--- src/lsf_defines.svh ---
`ifndef LSF_DEFINES_SVH
`define LSF_DEFINES_SVH

// Register location and field positions
`define LSF_REG_ADDR          8'hAD
`define LSF_REG_RESET         16'h0000
`define LSF_BIT_FUNC          15
`define LSF_BIT_TRIGSRC       14
`define LSF_BIT_DRIVE         13
`define LSF_BIT_REPEAT        12
`define LSF_FLD_LEN_HI        9
`define LSF_FLD_LEN_LO        8
`define LSF_FLD_DOWN_HI       5
`define LSF_FLD_DOWN_LO       4
`define LSF_FLD_UP_HI         1
`define LSF_FLD_UP_LO         0
`define LSF_REG_MASK          16'hF333

// Clock and low-frequency time base
`define LSF_CLK_HZ            20000000
`define LSF_TICK_HZ           1024
`define LSF_TICK_CYCLES       (`LSF_CLK_HZ / `LSF_TICK_HZ)

// Intervals in microseconds, as printed
`define LSF_FLASH_US_0        32000
`define LSF_FLASH_US_1        64000
`define LSF_FLASH_US_2        96000
`define LSF_FLASH_US_3        1024000
`define LSF_RAMP_LED_US_1     250000
`define LSF_RAMP_LED_US_2     500000
`define LSF_RAMP_LED_US_3     1000000
`define LSF_RAMP_FL_US_1      1950
`define LSF_RAMP_FL_US_2      3910
`define LSF_RAMP_FL_US_3      7800
`define LSF_REPEAT_US         4000000

// Least time in ticks, rounded up
`define LSF_US2TICK(us) \
    ((64'd0 + (us)) * 64'd1024 + 64'd999999) / 64'd1000000

`endif

--- src/lsf_pkg.sv ---
package lsf_pkg;

    typedef enum logic [1:0] {
        LSF_IDLE,
        LSF_RAMP_UP,
        LSF_ON,
        LSF_RAMP_DOWN
    } lsf_state_type;

    typedef logic [12:0] lsf_tick_type;

endpackage : lsf_pkg

--- src/lsf_led_sink_flash_sequencer.sv ---
`timescale 1ns/1ps
`include "lsf_defines.svh"

// Behaviour
// Bit 15 selects steady LED operation (0) or flash operation (1).
// In flash operation bit 14 picks the trigger: drive request bit (0) or GPIO flash pin (1).
// The trigger source bit is ignored in steady LED operation.
// In LED operation bit 13 switches the sink off (0) or on (1).
// With the software trigger, a 0-to-1 change of the drive request bit starts a flash.
// After a software flash the drive request bit clears itself when the flash length ends.
// With the GPIO trigger selected, the drive request bit does not affect flashing.
// With the GPIO trigger selected, a rising GPIO flash pin starts a flash.
// With repeat select 0, each trigger event gives exactly one flash.
// With repeat select 1, a flash is triggered internally every four seconds.
// Bits 9:8 give flash length 32, 64, 96 or 1024 ms.
// Bits 5:4 give the switch-off ramp: instant, 0.25/0.5/1 s (LED) or 1.95/3.91/7.8 ms (flash).
// The power state machine reset returns every field to its default.
// Bits 1:0 give the switch-on ramp with the same settings as switch-off.
// The sink conducts only while its master enable is set.
// Flash length runs from the trigger, ramps wrap it, and triggers during a flash are ignored; here the ramp-up counts inside the length.
// Flash length, ramps and repeat interval all count one low-frequency tick.
module lsf_led_sink_flash_sequencer #(
    parameter int          TICK_DIV      = `LSF_TICK_CYCLES,
    parameter logic        DRIVE_DEFAULT = 1'b0
) (
    input  wire logic        i_clk,
    input  wire logic        i_nrst,
    input  wire logic        i_sm_reset,
    input  wire logic [7:0]  i_reg_addr,
    input  wire logic        i_reg_wr,
    input  wire logic [15:0] i_reg_wdata,
    output logic      [15:0] o_reg_rdata,
    input  wire logic        i_sink_master_enable,
    input  wire logic        i_gpio_flash,
    output logic             o_sink_on,
    output logic             o_ramping_up,
    output logic             o_ramping_down,
    output logic             o_flash_active
);

    ////////////////////////////////////////////////////////////////////////////
    // Interval lookup

    function automatic lsf_pkg::lsf_tick_type ramp_ticks(input logic [1:0] code,
                                                          input logic       flash);
        ramp_ticks = '0;
        case (code)
            2'd1:    ramp_ticks = flash ? 13'(`LSF_US2TICK(`LSF_RAMP_FL_US_1))
                                        : 13'(`LSF_US2TICK(`LSF_RAMP_LED_US_1));
            2'd2:    ramp_ticks = flash ? 13'(`LSF_US2TICK(`LSF_RAMP_FL_US_2))
                                        : 13'(`LSF_US2TICK(`LSF_RAMP_LED_US_2));
            2'd3:    ramp_ticks = flash ? 13'(`LSF_US2TICK(`LSF_RAMP_FL_US_3))
                                        : 13'(`LSF_US2TICK(`LSF_RAMP_LED_US_3));
            default: ramp_ticks = '0;
        endcase
    endfunction : ramp_ticks

    function automatic lsf_pkg::lsf_tick_type flash_ticks(input logic [1:0] code);
        flash_ticks = '0;
        case (code)
            2'd0:    flash_ticks = 13'(`LSF_US2TICK(`LSF_FLASH_US_0));
            2'd1:    flash_ticks = 13'(`LSF_US2TICK(`LSF_FLASH_US_1));
            2'd2:    flash_ticks = 13'(`LSF_US2TICK(`LSF_FLASH_US_2));
            default: flash_ticks = 13'(`LSF_US2TICK(`LSF_FLASH_US_3));
        endcase
    endfunction : flash_ticks

    localparam lsf_pkg::lsf_tick_type REPEAT_TICKS = 13'(`LSF_US2TICK(`LSF_REPEAT_US));

    ////////////////////////////////////////////////////////////////////////////
    // Register fields

    logic                     func_flash_q;
    logic                     trig_gpio_q;
    logic                     drive_q;
    logic                     drive_prev_q;
    logic                     repeat_q;
    logic [1:0]               len_code_q;
    logic [1:0]               down_code_q;
    logic [1:0]               up_code_q;
    logic [15:0]              rdata_q;

    wire  logic               reg_hit      = (i_reg_addr == `LSF_REG_ADDR);
    wire  logic               reg_write    = reg_hit & i_reg_wr;
    wire  logic [15:0]        reg_value    = {func_flash_q, trig_gpio_q, drive_q, repeat_q,
                                              2'b00, len_code_q, 2'b00, down_code_q,
                                              2'b00, up_code_q};

    ////////////////////////////////////////////////////////////////////////////
    // Time base and GPIO synchroniser

    logic [14:0]              div_q;
    lsf_pkg::lsf_tick_type    rep_cnt_q;
    logic                     gpio_s1_q;
    logic                     gpio_s2_q;
    logic                     gpio_prev_q;

    wire  logic               tick         = (div_q == 15'(TICK_DIV - 1));
    wire  logic               repeat_on    = func_flash_q & repeat_q;
    wire  logic               repeat_fire  = repeat_on & tick
                                             & (rep_cnt_q == REPEAT_TICKS - 13'd1);

    ////////////////////////////////////////////////////////////////////////////
    // Sequencer

    lsf_pkg::lsf_state_type   state_q;
    lsf_pkg::lsf_state_type   state_d;
    lsf_pkg::lsf_tick_type    phase_cnt_q;
    lsf_pkg::lsf_tick_type    flash_cnt_q;
    logic                     sw_flash_q;

    // Triggers reach the sequencer only in flash operation
    wire  logic               sw_trig      = func_flash_q & ~trig_gpio_q
                                             & drive_q & ~drive_prev_q;
    wire  logic               gpio_trig    = func_flash_q & trig_gpio_q
                                             & gpio_s2_q & ~gpio_prev_q;
    wire  logic               trigger      = sw_trig | gpio_trig | repeat_fire;

    wire  lsf_pkg::lsf_tick_type up_len    = ramp_ticks(up_code_q, func_flash_q);
    wire  lsf_pkg::lsf_tick_type down_len  = ramp_ticks(down_code_q, func_flash_q);
    wire  lsf_pkg::lsf_tick_type fl_len    = flash_ticks(len_code_q);

    // LED mode follows the drive bit; trigger source plays no part
    wire  logic               start_req    = func_flash_q ? trigger : drive_q;
    wire  logic               flash_done   = func_flash_q & tick
                                             & (flash_cnt_q + 13'd1 >= fl_len);
    wire  logic               stop_req     = func_flash_q ? flash_done : ~drive_q;
    wire  logic               up_done      = (up_len == '0)
                                             | (tick & (phase_cnt_q + 13'd1 >= up_len));
    wire  logic               down_done    = (down_len == '0)
                                             | (tick & (phase_cnt_q + 13'd1 >= down_len));
    wire  logic               busy         = (state_q != lsf_pkg::LSF_IDLE);
    wire  logic               hw_clear     = flash_done & sw_flash_q & busy;
    wire  logic               new_flash    = (state_q == lsf_pkg::LSF_IDLE)
                                             & func_flash_q & i_sink_master_enable & trigger;

    always_comb
    begin
        state_d = state_q;
        case (state_q)
            lsf_pkg::LSF_IDLE:      // Triggers while busy never get here
                if (start_req)
                    state_d = lsf_pkg::LSF_RAMP_UP;
            lsf_pkg::LSF_RAMP_UP:
                if (stop_req)
                    state_d = lsf_pkg::LSF_RAMP_DOWN;
                else if (up_done)
                    state_d = lsf_pkg::LSF_ON;
            lsf_pkg::LSF_ON:
                if (stop_req)
                    state_d = lsf_pkg::LSF_RAMP_DOWN;
            lsf_pkg::LSF_RAMP_DOWN:
                if (down_done)
                    state_d = lsf_pkg::LSF_IDLE;
            default:
                state_d = lsf_pkg::LSF_IDLE;
        endcase
        // Dropping the master enable cuts the sink at once, no ramp
        if (!i_sink_master_enable)
            state_d = lsf_pkg::LSF_IDLE;
    end

    ////////////////////////////////////////////////////////////////////////////
    // Flops

    always_ff @(posedge i_clk or negedge i_nrst)
    begin
        if (!i_nrst)
        begin
            func_flash_q <= 1'b0;
            trig_gpio_q  <= 1'b0;
            drive_q      <= DRIVE_DEFAULT;
            repeat_q     <= 1'b0;
            len_code_q   <= 2'b00;
            down_code_q  <= 2'b00;
            up_code_q    <= 2'b00;
        end
        else if (i_sm_reset)
        begin
            func_flash_q <= 1'b0;
            trig_gpio_q  <= 1'b0;
            drive_q      <= DRIVE_DEFAULT;
            repeat_q     <= 1'b0;
            len_code_q   <= 2'b00;
            down_code_q  <= 2'b00;
            up_code_q    <= 2'b00;
        end
        else if (reg_write)
        begin
            // A write in the clearing cycle wins over the hardware clear
            func_flash_q <= i_reg_wdata[`LSF_BIT_FUNC];
            trig_gpio_q  <= i_reg_wdata[`LSF_BIT_TRIGSRC];
            drive_q      <= i_reg_wdata[`LSF_BIT_DRIVE];
            repeat_q     <= i_reg_wdata[`LSF_BIT_REPEAT];
            len_code_q   <= i_reg_wdata[`LSF_FLD_LEN_HI:`LSF_FLD_LEN_LO];
            down_code_q  <= i_reg_wdata[`LSF_FLD_DOWN_HI:`LSF_FLD_DOWN_LO];
            up_code_q    <= i_reg_wdata[`LSF_FLD_UP_HI:`LSF_FLD_UP_LO];
        end
        else if (hw_clear)
        begin
            drive_q      <= 1'b0;
        end
    end

    always_ff @(posedge i_clk or negedge i_nrst)
    begin
        if (!i_nrst)
        begin
            drive_prev_q <= 1'b0;
            rdata_q      <= `LSF_REG_RESET;
        end
        else
        begin
            drive_prev_q <= drive_q;
            rdata_q      <= reg_hit ? (reg_value & `LSF_REG_MASK) : 16'h0000;
        end
    end

    // Free running, so the first tick after a trigger may come early
    always_ff @(posedge i_clk or negedge i_nrst)
    begin
        if (!i_nrst)
        begin
            div_q     <= '0;
            rep_cnt_q <= '0;
        end
        else
        begin
            div_q <= tick ? 15'h0000 : div_q + 15'h0001;
            if (!repeat_on)
                rep_cnt_q <= '0;
            else if (tick)
                rep_cnt_q <= repeat_fire ? 13'h0000 : rep_cnt_q + 13'h0001;
        end
    end

    // Pin is asynchronous: two flops before any logic reads it
    always_ff @(posedge i_clk or negedge i_nrst)
    begin
        if (!i_nrst)
        begin
            gpio_s1_q   <= 1'b0;
            gpio_s2_q   <= 1'b0;
            gpio_prev_q <= 1'b0;
        end
        else
        begin
            gpio_s1_q   <= i_gpio_flash;
            gpio_s2_q   <= gpio_s1_q;
            gpio_prev_q <= gpio_s2_q;
        end
    end

    always_ff @(posedge i_clk or negedge i_nrst)
    begin
        if (!i_nrst)
        begin
            state_q     <= lsf_pkg::LSF_IDLE;
            phase_cnt_q <= '0;
            flash_cnt_q <= '0;
            sw_flash_q  <= 1'b0;
        end
        else
        begin
            state_q <= state_d;
            if (state_d != state_q)
                phase_cnt_q <= '0;
            else if (tick)
                phase_cnt_q <= phase_cnt_q + 13'h0001;
            // Length counts from the trigger itself, across the ramp-up
            if (new_flash)
            begin
                flash_cnt_q <= '0;
                sw_flash_q  <= sw_trig;
            end
            else if (tick && busy)
                flash_cnt_q <= flash_cnt_q + 13'h0001;
        end
    end

    // Taken from the next state so the outputs move with state_q
    always_ff @(posedge i_clk or negedge i_nrst)
    begin
        if (!i_nrst)
        begin
            o_sink_on      <= 1'b0;
            o_ramping_up   <= 1'b0;
            o_ramping_down <= 1'b0;
            o_flash_active <= 1'b0;
        end
        else
        begin
            o_sink_on      <= (state_d != lsf_pkg::LSF_IDLE);
            o_ramping_up   <= (state_d == lsf_pkg::LSF_RAMP_UP);
            o_ramping_down <= (state_d == lsf_pkg::LSF_RAMP_DOWN);
            o_flash_active <= (state_d != lsf_pkg::LSF_IDLE) & func_flash_q;
        end
    end

    assign o_reg_rdata = rdata_q;

endmodule : lsf_led_sink_flash_sequencer

--- config.mk ---
export PLATFORM = sky130hd
export DESIGN_NAME = lsf_led_sink_flash_sequencer
export DESIGN_NICKNAME = d
export VERILOG_FILES = /design/src/lsf_pkg.sv /design/src/lsf_led_sink_flash_sequencer.sv
export VERILOG_INCLUDE_DIRS = /design/src
export SDC_FILE = /design/constraint.sdc
export NUM_CORES = 1
export LEC_CHECK = 0
export ABC_AREA = 1
export BUFFER_PORTS_ARGS = -buffer_cell sky130_fd_sc_hd__buf_2
export CELL_PAD_IN_SITES_DETAIL_PLACEMENT = 1
export CELL_PAD_IN_SITES_GLOBAL_PLACEMENT = 1
export CORE_UTILIZATION = 48
export CTS_CLUSTER_SIZE = 16
export DETAILED_ROUTE_END_ITERATION = 8
export GPL_ROUTABILITY_DRIVEN = 0
export PLACE_DENSITY = 0.93
export SYNTH_ARGS = -nofsm -noshare
export SYNTH_HDL_FRONTEND = slang
export SYNTH_SLANG_ARGS = --single-unit
--- constraint.sdc ---
create_clock -name i_clk -period 5.1 [get_ports i_clk]
set_input_delay 1.02 -clock i_clk [delete_from_list [all_inputs] [get_ports i_clk]]
set_output_delay 1.02 -clock i_clk [all_outputs]
set_load 0.02 [all_outputs]
==> impl_metrics.ini, run 1 <==
[run_status]
status = finished, final reports clean

[floorplanning]
die_h_um = 104.0
die_area_um2 = 10830
die_x_um = 104.0
start_util = 0.5021
core_area_um2 = 9955
num_rows = 36
io_pins = 50

[global_routing]
grt_max_degree = 86
grt_pass1_vias = 4712
grt-ovfl-total = 0
track_usage = 0.2731
grt_antenna_before_repair = 0
grt_pass1_wl_mm = 23.38

[yosys]
synth_cell_types = 37
synthAdderAreaFrac = 0.07009
synth_edf_count = 0
syn_inst = 636
synth_ff_type = dfrtp_1
synth_compound_area_frac = 0.08461
synth_area_per_cell_um2 = 7.859
synthMuxAreaShare = 0.006008
yosys.area_share.simple = 0.2661
synth_area_um2 = 4999
ys_seq_area_frac = 0.4255
yosys_warnings = 0
ys_seq_elements = 85
synthArstFlopShare = 1.000
synth_xor_area_frac = 0.04380
synth_top_family_by_area = simple AND/OR/NAND/NOR gates

[route]
drt-vias-per-instance = 5.480
drt_pass1_iterations = 4
drt-total-wl_mm = 14.05
drt_iter0_markers = 224
vias = 4439
drc = 0
ant_nets = 0
wire_per_inst_um = 17.35

[setup_path]
cp_num_buf_inv = 2
critical_path_cell_count = 22
critPathKind = flop to flop
critPathSlowestCell = dfrtp_1
crit_path_max_fanout = 13
crit_path_frequent_cell = nand2_1
path_cells = inv_1, nor3_1, inv_1, ha_1, nand3b_1, nand2_1, nand2_1, nand4_1, o21bai_1, nand2_1, nand2_1, nand2_1, nand2_1, nand2_1, nand2_1, nand2_1, nand2_2, nand2_2, nand2_2, nand2_1, nand3_2, nor2_1
cp_slowest_stage_delay_ns = 0.61
startpoint_type = flop
cpLargestDelayFamily = simple AND/OR/NAND/NOR gates
endpoint_kind = flop
worstPathRequired_ns = 5.40
rr_worst_depth = 22
cp.arrival_ns = 4.01

[timing]
fin_worst_skew_ns = 0.01601
setup_viol = 0
tightest_slew_ns = 1.092
rsz0062_at_grt = no
max_freq_mhz = 269.2
maxSlewViolCount = 0
finalCritPeriodShare = 0.7283
finalHoldViolCount = 0
setup-tns-final_ns = 0
period_minus_slack_ns = 3.714
slew_headroom = 0.2723

[power]
clkPwrFrac = 0.412
peakVddDrop_uv = 160.8
power_frac_seq = 0.501
power.internal_uw = 1008
switching_share = 0.2703
p_total_uw = 1382
power_frac_comb = 0.087
p_sw_uw = 373.6
power.density_nw_per_um2 = 251.3
leakagePower_uw = 0.002697

[final_layout]
syn_to_final_growth_pct = 10.01
multiInputGateArea_um2 = 2375
fill_cells = 1248
layout.nets = 730
antenna_cells = 0
seqCellArea_um2 = 2127
drive_above_1_share = 0.1167

[place]
portBuffers = 37
post-dp-hpwl_mm = 9.468

[flow_run]
drv_cap = 0

[clock_tree]
clk_root_buffer_cell = clkbuf_8
cts_resized = 0
cts_tree = done
clk_path_buf_depth = 2
cts.sinks = 85
post_cts_buffers = 0
cts_buffers = 9
clkTransAtPathRegs_ns = 0.10
cts.htree.levels = 3
clock_latency_ns = 0.38
ctsHoldBuffers = 0

[hold_path]
hold_path_class = flop to flop
holdPathStages = 0
[sequential cells by signal, indices dropped and copies added, names as in the netlist, 2 cells and up]
signal,flops
div_q,15
down_code_q,2
flash_cnt_q,13
len_code_q,2
o_reg_rdata,10
phase_cnt_q,13
rep_cnt_q,13
state_q,2
up_code_q,2
[cells in the mapped netlist (2+ instances only)]
library cell / number / area (µm²)
o21bai_1: 3 / 22.52
xor2_1: 24 / 210.2
nand3b_1: 3 / 22.52
mux2i_1: 3 / 30.03
buf_4: 8 / 60.06
nand2_1: 120 / 450.4
a21oi_1: 11 / 55.05
o21ai_1: 3 / 15.01
nor3_1: 19 / 95.09
o22ai_1: 15 / 93.84
nor4_1: 5 / 31.28
dfrtp_1: 85 / 2127
nor2_4: 2 / 22.52
o21ai_0: 36 / 180.2
nor2_2: 15 / 93.84
inv_1: 109 / 409.1
nor2_1: 50 / 187.7
nand3_1: 55 / 275.3
o31ai_1: 2 / 15.01
nand4_1: 12 / 75.07
clkbuf_1: 7 / 26.28
nand2_2: 7 / 43.79
ha_1: 28 / 350.3
[metal layers]
layer | vias up | share of wire | global-route usage
met5 | - | 0 | 0
met4 | 0 | 0.028 | 0.1092
met3 | 31 | 0.042 | 0.04135
met2 | 114 | 0.49 | 0.4619
met1 | 2194 | 0.44 | 0.3510
li1 | 2100 | - | -
[cell families after synthesis]
kind of cell / after synthesis
compound gates: 75
xor+xnor: 25
fa+ha+maj: 28
buf+inv: 127
flops: 85
mux: 3
other cells: 1
simple gates: 292
[power groups by stage]
stage | clock [µW] | combinational, µW | sequential, µW
floorplan | 0 | 76.1 | 706
global placement | 0 | 108 | 705
detailed placement | 0 | 116 | 706
CTS | 571 | 119 | 693
global route | 589 | 134 | 694
finish | 569 | 120 | 693
[area by class of cell]
class | count | share of cell area
Multi-Input combinational cell | 429 | 0.4319
Clock buffer | 10 | 0.02503
Clock inverter | 6 | 0.01684
Inverter | 110 | 0.07509
Sequential cell | 85 | 0.3868
Timing Repair Buffer | 37 | 0.03413
Tap cell | 133 | 0.03026
[path summary, 6_finish.rpt]
check | from | endpoint | slack [ns]
max | func_flash_q | phase_cnt_q[6] | 1.39
min | gpio_s1_q | gpio_s2_q | 0.42
max reg2reg | func_flash_q | phase_cnt_q[6] | 1.39
min reg2reg | gpio_s1_q | gpio_s2_q | 0.42
max in group asynchronous | i_nrst | div_q[5] | 3.56
min in group asynchronous | i_nrst | rep_cnt_q[4] | 0.84
[stage by stage]
| stage | worst slack [ns] | util | area, µm² | std cells | hold WS [ns] |
|---|---|---|---|---|---|
| after floorplan | 2.214 | - | 5017 | 641 | 0.3312 |
| after global placement | 1.832 | 0.5293 | 5269 | 794 | 0.3330 |
| after detailed placement | 1.549 | 0.5293 | 5269 | 794 | 0.3542 |
| after CTS | 1.434 | 0.5524 | 5499 | 810 | 0.4041 |
| after global routing | 1.087 | 0.5524 | 5499 | 810 | 0.4197 |
| final | 1.386 | 0.5524 | 5499 | 810 | 0.4192 |
[placed cells by master, fill, tap and decap left out, types with 2 or more instances in the layout]
cell	instances
nand2_1	120
nor3_1	19
conb_1	6
ha_1	28
o21ai_0	36
nor2_1	50
clkbuf_8	10
bufinv_16	2
clkinvlp_4	2
nor4_1	5
nand4_1	12
mux2i_1	3
nand2_2	7
o21bai_1	3
buf_2	36
nor2_2	15
o31ai_1	2
nand3_1	55
nand3b_1	3
inv_1	109
o22ai_1	15
xor2_1	24
dfrtp_1	85
inv_6	2
a21oi_1	11
nor2_4	2
o21ai_1	3
Power figures use the tool's default switching activity.
==> inputs of run 2 (changes only) <==
--- a/config.mk
+++ b/config.mk
@@ -10,11 +10,11 @@
 export BUFFER_PORTS_ARGS = -buffer_cell sky130_fd_sc_hd__buf_2
 export CELL_PAD_IN_SITES_DETAIL_PLACEMENT = 1
 export CELL_PAD_IN_SITES_GLOBAL_PLACEMENT = 1
-export CORE_UTILIZATION = 48
+export CORE_UTILIZATION = 40
 export CTS_CLUSTER_SIZE = 16
 export DETAILED_ROUTE_END_ITERATION = 8
 export GPL_ROUTABILITY_DRIVEN = 0
-export PLACE_DENSITY = 0.93
+export PLACE_DENSITY = 0.83
 export SYNTH_ARGS = -nofsm -noshare
 export SYNTH_HDL_FRONTEND = slang
 export SYNTH_SLANG_ARGS = --single-unit
==> constraint.sdc (replaced) <==
create_clock -name i_clk -period 3.1 [get_ports i_clk]
set_input_delay 0.62 -clock i_clk [delete_from_list [all_inputs] [get_ports i_clk]]
set_output_delay 0.62 -clock i_clk [all_outputs]
set_load 0.02 [all_outputs]
==> run 2 against run 1 <==
Compared with the run above: clock skew shrank 0.0085 ns; combinational power increased by 91%; sequential share of layout area fell by 2.4 points; register-to-register slack worse by 1.2 ns; critical path type unchanged; critical endpoint is now phase_cnt_q[7]; largest cell class unchanged; highest routed layer unchanged.
==> impl_metrics.ini, run 2 (same netlist as run 1, synthesis figures left out) <==
[global_routing]
grt_pass1_vias = 4747
grt-ovfl-total = 0
grt_max_degree = 50
track_usage = 0.2193
grt_antenna_before_repair = 0
grt_pass1_wl_mm = 22.25

[power]
leakagePower_uw = 0.002812
peakVddDrop_uv = 229.9
power.density_nw_per_um2 = 416.6

[clock_tree]
clock_latency_ns = 0.35
cts_buffers = 9
clk_path_buf_depth = 2
cts.htree.levels = 3
clk_root_buffer_cell = clkbuf_16
cts.sinks = 85
cts_tree = done
clkTransAtPathRegs_ns = 0.06

[final_layout]
fin_util = 0.4841
syn_to_final_growth_pct = 17.30
regMostFlops = div_q
layout.nets = 746
layout_commonest_cell = nand2_1
instances_no_fill = 859
largest_register_ffs = 15
antenna_cells = 0
drive_above_1_share = 0.1606
final_cell_mix = 117 x nand2_1, 108 x inv_1, 83 x dfrtp_1, 54 x nand3_1, 50 x nor2_1

[route]
vias = 4432
drt_iter0_markers = 162
wire_per_inst_um = 15.44
drt-vias-per-instance = 5.159
drc = 0
ant_nets = 0
drt_pass1_iterations = 5
drt-total-wl_mm = 13.26

[floorplanning]
core_area_um2 = 12110
start_util = 0.4127
die_x_um = 113.8
num_rows = 40
die_h_um = 113.8
io_pins = 50
die_area_um2 = 12950

[setup_path]
critPathKind = flop to flop
worstPathRequired_ns = 3.37
endpoint_kind = flop
reg2reg_from = flash_cnt_q[1]
crit_path_max_fanout = 13
startpoint_type = flop
cp.arrival_ns = 3.17
worstSetupStartpoint = flash_cnt_q[1]

[timing]
setup_viol = 0
finalCritPeriodShare = 0.9332
slew_headroom = 0.5547
fin_worst_skew_ns = 0.007525
period_minus_slack_ns = 2.893
setup-tns-final_ns = 0
max_freq_mhz = 345.7
finalHoldViolCount = 0
tightest_slew_ns = 0.6679
maxSlewViolCount = 0

[place]
portBuffers = 37
post-dp-hpwl_mm = 9.653
dp_cells = 840

[run_status]
status = finished, final reports clean

[hold_path]
hold_path_class = input pin to async pin

[flow_run]
drv_cap = 0
run 2: changes by cell type in the layout (fill, tap and decap cells not counted), moves of 3 or more:
| cell | before | now |
|---|---|---|
| xor2_1 | 24 | 19 |
| ha_4 | 0 | 3 |
| xor2_2 | 0 | 4 |
| nand2_1 | 120 | 117 |
| clkbuf_16 | 0 | 9 |
| ha_1 | 28 | 23 |
| buf_4 | 1 | 15 |
| clkbuf_8 | 10 | 1 |
run 2: worst max-delay path, cell delays in order (launching register included):
cell     delay (ns)
dfrtp_1        0.38
ha_2           0.19
nand2_1        0.09
nor2_2         0.15
nand3_2        0.10
xor2_2         0.19
inv_2          0.07
ha_4           0.22
a21oi_2        0.13
nand3_1        0.09
nor2_1         0.12
nand2_1        0.06
nand2_1        0.07
nand2_2        0.07
a21oi_2        0.11
nand2_1        0.07
nand2_1        0.08
nand2_2        0.07
nand2_4        0.09
nand2_2        0.05
nand2_1        0.08
nand3_2        0.08
buf_12         0.16
nor2_1         0.10
run 2: what timing repair did:
action,4_1_cts,5_1_grt
resized for setup,1,21
cloned,0,0
endpoints found under the setup margin,13,24
setup buffers,0,5
hold buffers,0,0
pin swaps,0,5
run 2: layout make-up:
type	count	area, µm²
clock buffers	12	246.5
clock inverters	2	35.03
fillers	1516	6248
inverters	110	412.9
multi-input cells	429	2496
flip-flops and latches	85	2130
well taps	168	210.2
repair buffers	53	332.8
run 2: per-stage QoR:
step | hold WS [ns] | total power [µW] | setup slack (ns) | instance area [µm²]
finish | 0.3094 | 2443 | 0.2071 | 5863
CTS | 0.3362 | 2452 | 0.01331 | 5703
detailed placement | 0.3362 | 1375 | -0.02144 | 5420
floorplan | 0.3244 | 1287 | 0.2144 | 5017
global placement | 0.3344 | 1362 | 0.2197 | 5420
global route | 0.3660 | 2539 | -0.04246 | 5863
run 2: per-layer routing:
layer | vias up | track usage | share of wire
met3 | 18 | 0.03294 | 0.030
met4 | 0 | 0.09697 | 0.015
met2 | 76 | 0.3841 | 0.51
met1 | 2200 | 0.2680 | 0.44
met5 | - | 0 | 0
li1 | 2138 | - | -
run 2: where the power goes:
part,leakage (µW),internal [µW],switching (µW)
Sequential,0.00110,1130,14.8
Clock,0.000139,637,435
Combinational,0.00157,79.8,150
Total,0.00281,1840,599
run 2: worst paths after layout:
| check | slack, ns | depth (start not counted) | endpoint |
|---|---|---|---|
| hold / removal | 0.31 | 1 | flash_cnt_q[10] |
| max in group asynchronous | 2.15 | 2 | down_code_q[1] |
| hold reg to reg | 0.35 | 0 | gpio_s2_q |
| setup reg to reg | 0.21 | 23 | phase_cnt_q[7] |
| setup / recovery | 0.21 | 23 | phase_cnt_q[7] |
| min in group i_clk | 0.35 | 0 | gpio_s2_q |
